<file path="config.mk">
export PLATFORM = sky130hd
export DESIGN_NAME = system_status_readback
export DESIGN_NICKNAME = d
export VERILOG_FILES = /design/src/status_readback_pkg.sv /design/src/system_status_readback.sv
export VERILOG_INCLUDE_DIRS = /design/src
export SDC_FILE = /design/constraint.sdc
export NUM_CORES = 1
export LEC_CHECK = 0
export BUFFER_PORTS_ARGS = -buffer_cell sky130_fd_sc_hd__buf_2
export CAP_MARGIN = 10
export CORE_UTILIZATION = 40
export DETAILED_ROUTE_END_ITERATION = 10
export GPL_TIMING_DRIVEN = 0
export PLACE_DENSITY = 0.67
export SKIP_CTS_REPAIR_TIMING = 1
export SLEW_MARGIN = 15
export SYNTH_ARGS = -nofsm -noshare
export SYNTH_HDL_FRONTEND = slang
export SYNTH_SLANG_ARGS = --single-unit
export TNS_END_PERCENT = 1
</file>
<file path="constraint.sdc">
create_clock -name sys_clk_i -period 3.8 [get_ports sys_clk_i]
set_input_delay 0.38 -clock sys_clk_i [delete_from_list [all_inputs] [get_ports sys_clk_i]]
set_output_delay 0.38 -clock sys_clk_i [all_outputs]
set_load 0.005 [all_outputs]
</file>
<file path="src/status_readback_regs.svh">
// Constants for the system status read-back block.
// Assumes inclusion by the package and the design file only.
`ifndef STATUS_READBACK_REGS_SVH
`define STATUS_READBACK_REGS_SVH

// Register bus offsets (byte addresses)
`define ADDR_STATUS_WORD 4'h0
`define ADDR_IRQ_STATUS 4'h4
`define ADDR_IRQ_MASK 4'h8
`define ADDR_MODE_SHADOW 4'hC
// Frame fields
`define FRM_SEL_HI 15
`define FRM_SEL_LO 14
`define FRM_RRS_BIT 13
`define FRM_RO_BIT 12
`define FRM_SEL_STATUS 2'h0
// Status word fields
`define ST_CAUSE_HI 11
`define ST_CAUSE_LO 8
`define ST_CAN_WAKE 7
`define ST_LIN_WAKE 6
`define ST_EDGE_WAKE 5
`define ST_ALERT_LVL 4
`define ST_THERMAL 3
`define ST_SWDEV 2
`define ST_ENABLE 1
`define ST_POWER_ON 0
// Reset-cause codes
`define RC_POWER_ON 4'h0
`define RC_CYCLIC_WAKE 4'h1
`define RC_CORE_LOW 4'h2
`define RC_CORE_OVERCUR 4'h3
`define RC_AUX_OVERLOAD 4'h4
`define RC_FLASH_LEFT 4'h5
`define RC_FLASH_READY 4'h6
`define RC_CAN_WAKE 4'h7
`define RC_LIN_WAKE 4'h8
`define RC_LOCAL_WAKE 4'h9
`define RC_FAILSAFE_WAKE 4'hA
`define RC_WD_OVERFLOW 4'hB
`define RC_WD_INIT 4'hC
`define RC_WD_EARLY 4'hD
`define RC_ILLEGAL_SPI 4'hE
`define RC_INT_TIMEOUT 4'hF
// Interrupt status bits
`define IRQ_CAN_WAKE 0
`define IRQ_LIN_WAKE 1
`define IRQ_EDGE_WAKE 2
`define IRQ_RESET_EVT 3
`define IRQ_WIDTH 4

`endif

</file>
<file path="src/status_readback_pkg.sv">
// Types for the system status read-back block.
// Assumes the constants header is on the include path.
`include "status_readback_regs.svh"
package status_readback_pkg;
  typedef struct packed {
    logic frame_done;
    logic [15:0] data;
  } frame_s;

  typedef struct packed {
    logic [3:0] addr;
    logic [15:0] wdata;
    logic wr;
    logic rd;
  } bus_req_s;

  typedef struct packed {
    logic [3:0] last_reset_cause;
    logic can_wakeup_flag;
    logic lin_wakeup_flag;
    logic local_edge_event_flag;
    logic power_on_flag;
    logic [1:0] alert_sync;
    logic alert_prev;
    logic [15:0] frame_rsp;
    logic rsp_pending;
    logic clear_pending;
    logic [15:0] mode_shadow;
    logic mode_write;
    logic [15:0] rdata;
    logic [`IRQ_WIDTH-1:0] irq_status;
    logic [`IRQ_WIDTH-1:0] irq_mask;
    logic irq;
  } state_s;
endpackage

</file>
<file path="src/system_status_readback.sv">
// System status word read-back for the supply and transceiver companion.
// Assumes the frame engine delivers each received frame with frame_done, one cycle,
// and reports the end of the answer shift with frame_end; event inputs are one-cycle pulses
// from logic on sys_clk_i; the alert pin is asynchronous.
//
// Behaviour
// - The status word is readable in every operating mode.
// - Select bits 15:14 at 00 with bit 13 clear choose the status word.
// - Bit 12 set is pure read; clear also writes payload to mode register.
// - Cause codes 0 power-on, 1 cyclic wake, 2 core supply low.
// - Code 3 core overcurrent in Standby, code 4 aux supply overload in Sleep.
// - Code 5 after leaving Flash mode, code 6 when ready for Flash mode.
// - Codes 7 CAN, 8 LIN, 9 local, 10 fail-safe wake-up.
// - Codes 11 watchdog overflow, 12 init missed, 13 too-early trigger.
// - Code 14 illegal serial access, 15 interrupt service timeout.
// - Bit 7 latches CAN wake-up until a status read clears it.
// - Bit 6 latches LIN wake-up until a status read clears it.
// - Bit 5 latches falling alert edge, cleared by a status read.
// - Bit 4 shows the present alert input level.
// - Bit 3 shows the temperature warning.
// - Bit 2 shows software development mode.
// - Cause field holds the latest reset cause and is never cleared by reads.
// - Bit 1 shows the enable output state.
// - Bit 0 set by power-on reset, cleared after Normal mode entered.
//
// Implementation choices: the register addresses and the strobed register port.
`timescale 1ns/10ps
`include "status_readback_regs.svh"
module system_status_readback
  import status_readback_pkg::*;
(
  input wire logic sys_clk_i,
  input wire logic sys_rst_i,
  input wire status_readback_pkg::frame_s frame_i,
  input wire logic frame_end_i,
  input wire logic reset_event_i,
  input wire logic [3:0] reset_cause_i,
  input wire logic can_wakeup_i,
  input wire logic lin_wakeup_i,
  input wire logic local_alert_pin_i,
  input wire logic thermal_warning_i,
  input wire logic sw_development_mode_i,
  input wire logic enable_output_state_i,
  input wire logic normal_mode_entered_i,
  input wire status_readback_pkg::bus_req_s bus_i,
  output logic [15:0] frame_rsp_o,
  output logic frame_rsp_valid_o,
  output logic [15:0] mode_reg_o,
  output logic mode_write_o,
  output logic [15:0] bus_rdata_o,
  output logic irq_o
);
  import status_readback_pkg::*;

  state_s s_r;
  state_s s_nxt;
  logic [15:0] status_word;
  logic status_sel;
  logic edge_seen;
  logic [`IRQ_WIDTH-1:0] irq_set;
  logic [`IRQ_WIDTH-1:0] irq_clr;

  always_comb begin
    // Live bits 3:1 sample inputs directly; alert level (synchroniser), flags and cause come from state
    status_word = 16'h0000;
    status_word[`ST_CAUSE_HI:`ST_CAUSE_LO] = s_r.last_reset_cause;
    status_word[`ST_CAN_WAKE] = s_r.can_wakeup_flag;
    status_word[`ST_LIN_WAKE] = s_r.lin_wakeup_flag;
    status_word[`ST_EDGE_WAKE] = s_r.local_edge_event_flag;
    status_word[`ST_ALERT_LVL] = s_r.alert_sync[1];
    status_word[`ST_THERMAL] = thermal_warning_i;
    status_word[`ST_SWDEV] = sw_development_mode_i;
    status_word[`ST_ENABLE] = enable_output_state_i;
    status_word[`ST_POWER_ON] = s_r.power_on_flag;

    // No mode gating: any frame with this selection is answered
    status_sel = frame_i.frame_done
      && (frame_i.data[`FRM_SEL_HI:`FRM_SEL_LO] == `FRM_SEL_STATUS)
      && !frame_i.data[`FRM_RRS_BIT];
    edge_seen = s_r.alert_prev && !s_r.alert_sync[1];

    irq_set = '0;
    irq_set[`IRQ_CAN_WAKE] = can_wakeup_i;
    irq_set[`IRQ_LIN_WAKE] = lin_wakeup_i;
    irq_set[`IRQ_EDGE_WAKE] = edge_seen;
    irq_set[`IRQ_RESET_EVT] = reset_event_i;
    irq_clr = '0;
    if (bus_i.wr && bus_i.addr == `ADDR_IRQ_STATUS) begin
      irq_clr = bus_i.wdata[`IRQ_WIDTH-1:0];
    end

    s_nxt = s_r;
    s_nxt.alert_sync = {s_r.alert_sync[0], local_alert_pin_i};
    s_nxt.alert_prev = s_r.alert_sync[1];
    s_nxt.mode_write = 1'b0;
    s_nxt.rsp_pending = 1'b0;

    if (status_sel) begin
      s_nxt.frame_rsp = status_word;
      s_nxt.rsp_pending = 1'b1;
      s_nxt.clear_pending = 1'b1;
      if (!frame_i.data[`FRM_RO_BIT]) begin
        s_nxt.mode_shadow = frame_i.data;
        s_nxt.mode_write = 1'b1;
      end
    end

    // Clear at frame end only what the host was shown; later events survive
    if (frame_end_i && s_r.clear_pending) begin
      s_nxt.clear_pending = 1'b0;
      s_nxt.can_wakeup_flag = s_r.can_wakeup_flag & ~s_r.frame_rsp[`ST_CAN_WAKE];
      s_nxt.lin_wakeup_flag = s_r.lin_wakeup_flag & ~s_r.frame_rsp[`ST_LIN_WAKE];
      s_nxt.local_edge_event_flag = s_r.local_edge_event_flag & ~s_r.frame_rsp[`ST_EDGE_WAKE];
    end
    if (can_wakeup_i) begin
      s_nxt.can_wakeup_flag = 1'b1;
    end
    if (lin_wakeup_i) begin
      s_nxt.lin_wakeup_flag = 1'b1;
    end
    if (edge_seen) begin
      s_nxt.local_edge_event_flag = 1'b1;
    end

    // Cause is only ever overwritten by a new reset event
    if (reset_event_i) begin
      s_nxt.last_reset_cause = reset_cause_i;
      if (reset_cause_i == `RC_POWER_ON) begin
        s_nxt.power_on_flag = 1'b1;
      end
    end
    if (normal_mode_entered_i && !(reset_event_i && reset_cause_i == `RC_POWER_ON)) begin
      s_nxt.power_on_flag = 1'b0;
    end

    // Register bus
    if (bus_i.wr && bus_i.addr == `ADDR_IRQ_MASK) begin
      s_nxt.irq_mask = bus_i.wdata[`IRQ_WIDTH-1:0];
    end
    s_nxt.irq_status = (s_r.irq_status & ~irq_clr) | irq_set;
    s_nxt.irq = |(s_r.irq_status & s_r.irq_mask);
    s_nxt.rdata = 16'h0000;
    if (bus_i.rd) begin
      case (bus_i.addr)
        `ADDR_STATUS_WORD: s_nxt.rdata = status_word;
        `ADDR_IRQ_STATUS: s_nxt.rdata = {{(16-`IRQ_WIDTH){1'b0}}, s_r.irq_status};
        `ADDR_IRQ_MASK: s_nxt.rdata = {{(16-`IRQ_WIDTH){1'b0}}, s_r.irq_mask};
        `ADDR_MODE_SHADOW: s_nxt.rdata = s_r.mode_shadow;
        default: s_nxt.rdata = 16'h0000;
      endcase
    end
  end

  always_ff @(posedge sys_clk_i) begin
    if (sys_rst_i) begin
      s_r <= '0;
      s_r.last_reset_cause <= `RC_POWER_ON;
      s_r.power_on_flag <= 1'b1;
      s_r.alert_sync <= 2'h3;
      s_r.alert_prev <= 1'b1;
    end else begin
      s_r <= s_nxt;
    end
  end

  assign frame_rsp_o = s_r.frame_rsp;
  assign frame_rsp_valid_o = s_r.rsp_pending;
  assign mode_reg_o = s_r.mode_shadow;
  assign mode_write_o = s_r.mode_write;
  assign bus_rdata_o = s_r.rdata;
  assign irq_o = s_r.irq;
endmodule // system_status_readback

</file>
# == Word-level counts from Yosys, hierarchy flattened ==
# Index checks and enable logic that the tools add are counted.
# totals
regBits,66
inputBits,54
output_inout_bits,51
wordCells,68
# classes
eq_ne,3
muxes,11
bitwise_logic,13
n_reduce_logical,25
# ops
op,n
$pmux W16 S4,1
$mux W19,1
$mux W17,1
$reduce_bool A2 Y1,5
$and A4 B4 Y4,2
$eq A4 B4 Y1 const B,2
$logic_and A1 B1 Y1,8
$logic_not A4 Y1,2
$mux W1,6
$not A1 Y1,6
$reduce_or A2 Y1,3
$eq A4 B3 Y1 const B,1
$mux W4,1
$not A4 Y4,1
$or A4 B4 Y4,1
$reduce_and A2 Y1,2
$reduce_or A4 Y1,1
$and A1 B1 Y1,3
$logic_not A1 Y1,3
$mux W3,1
$logic_not A2 Y1,1

# == Longest topological paths before layout ==
# logic_depth
word_depth,6
depth_mapped,5
mapped_depth_nobuf,3

# == Worst setup path before layout ==
# Ideal clock, no wire load.
# synth_path
path_type,input to register
from,input frame_i[15] in the netlist's numbering
to,"register s_r, in the netlist mode_reg_o[10]"
setup_time_ns,0.132
t_arrival_ns,1.340
t_required_ns,3.668
path_slack_ns,2.327
cell_stages,5
n_path_buf,2
cell_sequence,or4b_1 -> buf_2 -> buf_6 -> o21ai_1 -> a21oi_1
# synth_between
elab_chain_len,4
# synth_rtl
element,line,rtl
from (decl),system_status_readback.sv:34,"input wire status_readback_pkg::frame_s frame_i,"
$logic_not A2 Y1 (no line),--,
$logic_and A1 B1 Y1 (2 in a row),system_status_readback.sv:77,status_sel = frame_i.frame_done
$reduce_and A2 Y1 (no line),--,
to (signal assigned),system_status_readback.sv:162,s_r <= s_nxt;
to (decl),system_status_readback.sv:55,state_s s_r;
# Every way passes these cells.
# A chain may end at the register's enable or synchronous reset.

# == Worst setup path in the final report ==
# layout_path
from,input frame_i[15] in the netlist's numbering
to,"register s_r, in the netlist mode_reg_o[5]"
# Same word-level chain as after synthesis.

==> metrics.md <==
| Metric | Value |
|---|---|
| Outcome | `finished clean` |
| Num rows | `30` |
| Synth warn | `0` |
| I/O pin count | `105` |
| Htree depth | `3` |
| CTS tree | `built` |
| Endpoints failing setup | `0` |
| Proportion of layout cells with a drive suffix above 1 | `0.392` |
| Vias after detailed routing | `roughly 2,400` |
| Max FO, Critical Path | `10` |
| Die ar. | `7340 sq um` |
| CP Launch Type | `primary input` |
| Wire length of the first global-routing pass | `10,600 microns` |
| WL/cell | `12.9 microns` |
| Initial antenna violation count | `0` |
| CP endpoint kind | `register` |
| CTS sink count | `65` |
| Worst EP arrival | `~1700 ps` |
| Worst slack at placement | `2080 ps` |
| Clk_skew | `6.27 ps` |
| Port Buffers | `82` |
| Dominant cell type by area after synthesis | `dfxtp_1` |
| Ys flop type | `dfxtp_1` |
| Net Sw Power | `0.325 mW` |
| Seq/Total Area, Yosys | `0.464` |
| #FFs+latches synth | `65` |
| Area Overhead vs Synth | `26.5%` |
| Drt total wl | `6670 microns` |
| Final WS setup | `2410 ps` |
| Reg power frac | `0.514` |
| Sw frac | `0.236` |
| Fin Setup TNS | `0 ps` |
| Layout net count | `470` |
| Hold Path Class | `in2reg` |
| Global route total overflow | `0` |
| DRT antenna net count | `0` |
| EDFF count, synth | `0` |
| Layout Cells excl Fill | `517` |
| Synth Cell Area | `2800 sq um` |
| DRC | `0` |
| Worst reg-to-reg path cell count | `3` |
| Worst hold path depth | `2` |
| Max-cap violations | `0` |
| Slew headroom | `0.600` |
| Top cell type's share of synthesized area | `0.464` |
| Worst vdd ir | `204 uV` |
| Worst Tran Pin Value | `598 ps` |
| Total CTS buffers | `9` |
| GPL Wtd Cong | `~0.9` |
| Vias in the first global route | `2,173` |
| Pwr Density | `388 nW/um^2` |
| Worst skew pair latency | `340 ps` |
| Combinational Power Share | `0.079` |
| Via density | `4.70` |
| Crit share post-route | `0.366` |
| Netlist cell types | `35` |
| FMAX | `0.719 GHz` |
| Pin count of the biggest net entering global routing | `11` |
| Ys async rst share | `0` |
| Height of the die | `about 86 microns` |
| Initial cell density of the core | `0.412` |
| Req. time, crit path | `around 4100 ps` |
| Clock Power Share | `0.407` |
| # diodes | `0` |
| Detailed Place HPWL | `5010 microns` |
| Initial DRC Count | `95` |
| Area contributors post-synth | `dfxtp_1 46%, buf_4 13%, a21oi_1 6.3%` |
| RSZ-0062 raised after global routing | `no` |
| Core area | `6790 sq um` |
| Post-synthesis cell count | `around 320` |
| Inst Count DP | `501` |
| Syn Area/Cell | `8.81 sq um` |
| GRT Overall Usage | `0.189` |
| Die W | `85.7 microns` |
| Drt first pass iters | `4` |
| Clk pin slew, worst setup/hold paths | `70 ps` |
| Leakage power total | `1.62 nW` |
| Final Max Slew Viols | `0` |
| Internal power | `1.05 mW` |
| Root buffer cell | `clkbuf_8` |
| Hold Fails Final Rpt | `0` |
| Clock Tree Buf Depth | `2` |
| Fin util | `0.522` |
| Min Tclk post-route | `1390 ps` |
| Setup Crit Path Kind | `in2reg` |
## layout make-up
type / instances / area (sq um)
fillers: 660 / 3250
clock buffers: 14 / 183
flip-flops and latches: 65 / 1300
multi-input cells: 188 / 1060
inverters: 2 / 7.51
clock inverters: 2 / 10.0
plain buffers: 68 / 455
well taps: 96 / 120
repair buffers: 82 / 410
## power groups by stage
stage | combinational [mW] | clock, mW | sequential (mW)
6_report | 0.108 | 0.560 | 0.708
5_1_grt | 0.120 | 0.606 | 0.709
4_1_cts | 0.109 | 0.571 | 0.707
3_5_place_dp | 0.108 | 0 | 0.723
3_3_place_gp | 0.106 | 0 | 0.723
2_1_floorplan | 0.0631 | 0 | 0.719
## state kept, by name, summed over array words and instances, names as in the netlist
signal / flops
bus_rdata_o: 15
frame_rsp_o: 12
frame_rsp_valid_o: 1
irq_o: 1
mode_reg_o: 15
mode_write_o: 1
s_nxt: 2
s_r: 18
## worst max-delay path, stage by stage
cell	delay [ps]
buf_2	110
nor4b_2	570
buf_2	330
nand3_1	100
a21oi_1	160
## path summary, 6_finish.rpt
| check | start | endpoint | slack, ps |
|---|---|---|---|
| worst max-delay path | frame_i[15] | mode_reg_o[5] | 2410 |
| worst min register to register | s_nxt[62] | s_nxt[60] | 420 |
| worst min-delay path | local_alert_pin_i | s_nxt[62] | 220 |
| worst max register to register | s_r[2] | bus_rdata_o[1] | 2890 |
## logic make-up (layout without fill, tap and decap cells)
| family | after synthesis | count (layout) | share of synthesized area |
|---|---|---|---|
| mux | 11 | 11 | 0.0398 |
| other cells | 1 | 6 | 0.00134 |
| buf+inv | 70 | 168 | 0.165 |
| compound gates | 68 | 68 | 0.137 |
| simple gates | 103 | 103 | 0.192 |
| flops | 65 | 65 | 0.464 |
## synth_stat cells, types with 5 or more instances
library cell  number
mux2i_1           10
buf_2              9
nor3_1             5
nand3_1           15
nor2_1            28
a22oi_1           11
clkbuf_1           9
a21oi_1           35
o21ai_1            5
buf_4             48
dfxtp_1           65
nand2_1           27
o21ai_0           13
## cell usage in the layout, fill, tap and decap left out, drive strengths merged
cell	synthesis	routed
nor2	29	29
nor4	1	1
nor2b	1	1
nand3	15	15
a22oi	11	11
nor4bb	1	1
dfxtp	65	65
nor3	5	5
conb	1	6
and4b	3	3
buf	58	140
nand3b	3	3
or4b	3	3
clkbuf	10	24
nor3b	1	1
clkinv	0	2
or3b	1	1
or2	3	3
o22a	3	3
nand4	4	4
mux2	1	1
o21ai	18	18
nand2b	4	4
or3	1	1
a211o	1	1
a21oi	35	35
nor4b	1	1
inv	2	2
mux2i	10	10
nand2	27	27
## stage by stage
stage / hold slack (ps) / power [mW] / cell area, sq um
2_1_floorplan: 389 / 0.782 / 2820
3_3_place_gp: 394 / 0.829 / 3350
3_5_place_dp: 403 / 0.831 / 3350
4_1_cts: 219 / 1.39 / 3540
5_1_grt: 232 / 1.43 / 3540
6_report: 220 / 1.38 / 3540
## routing by layer
metal / part of all wire / global-route usage / vias up
met1: 0.46 / 0.249 / 1092
met5: 0 / 0 / -
met2: 0.45 / 0.293 / 93
li1: - / - / 1232
met4: 0.022 / 0.0970 / 0
met3: 0.065 / 0.0385 / 12
No activity file was read; power rests on OpenSTA's default activity.
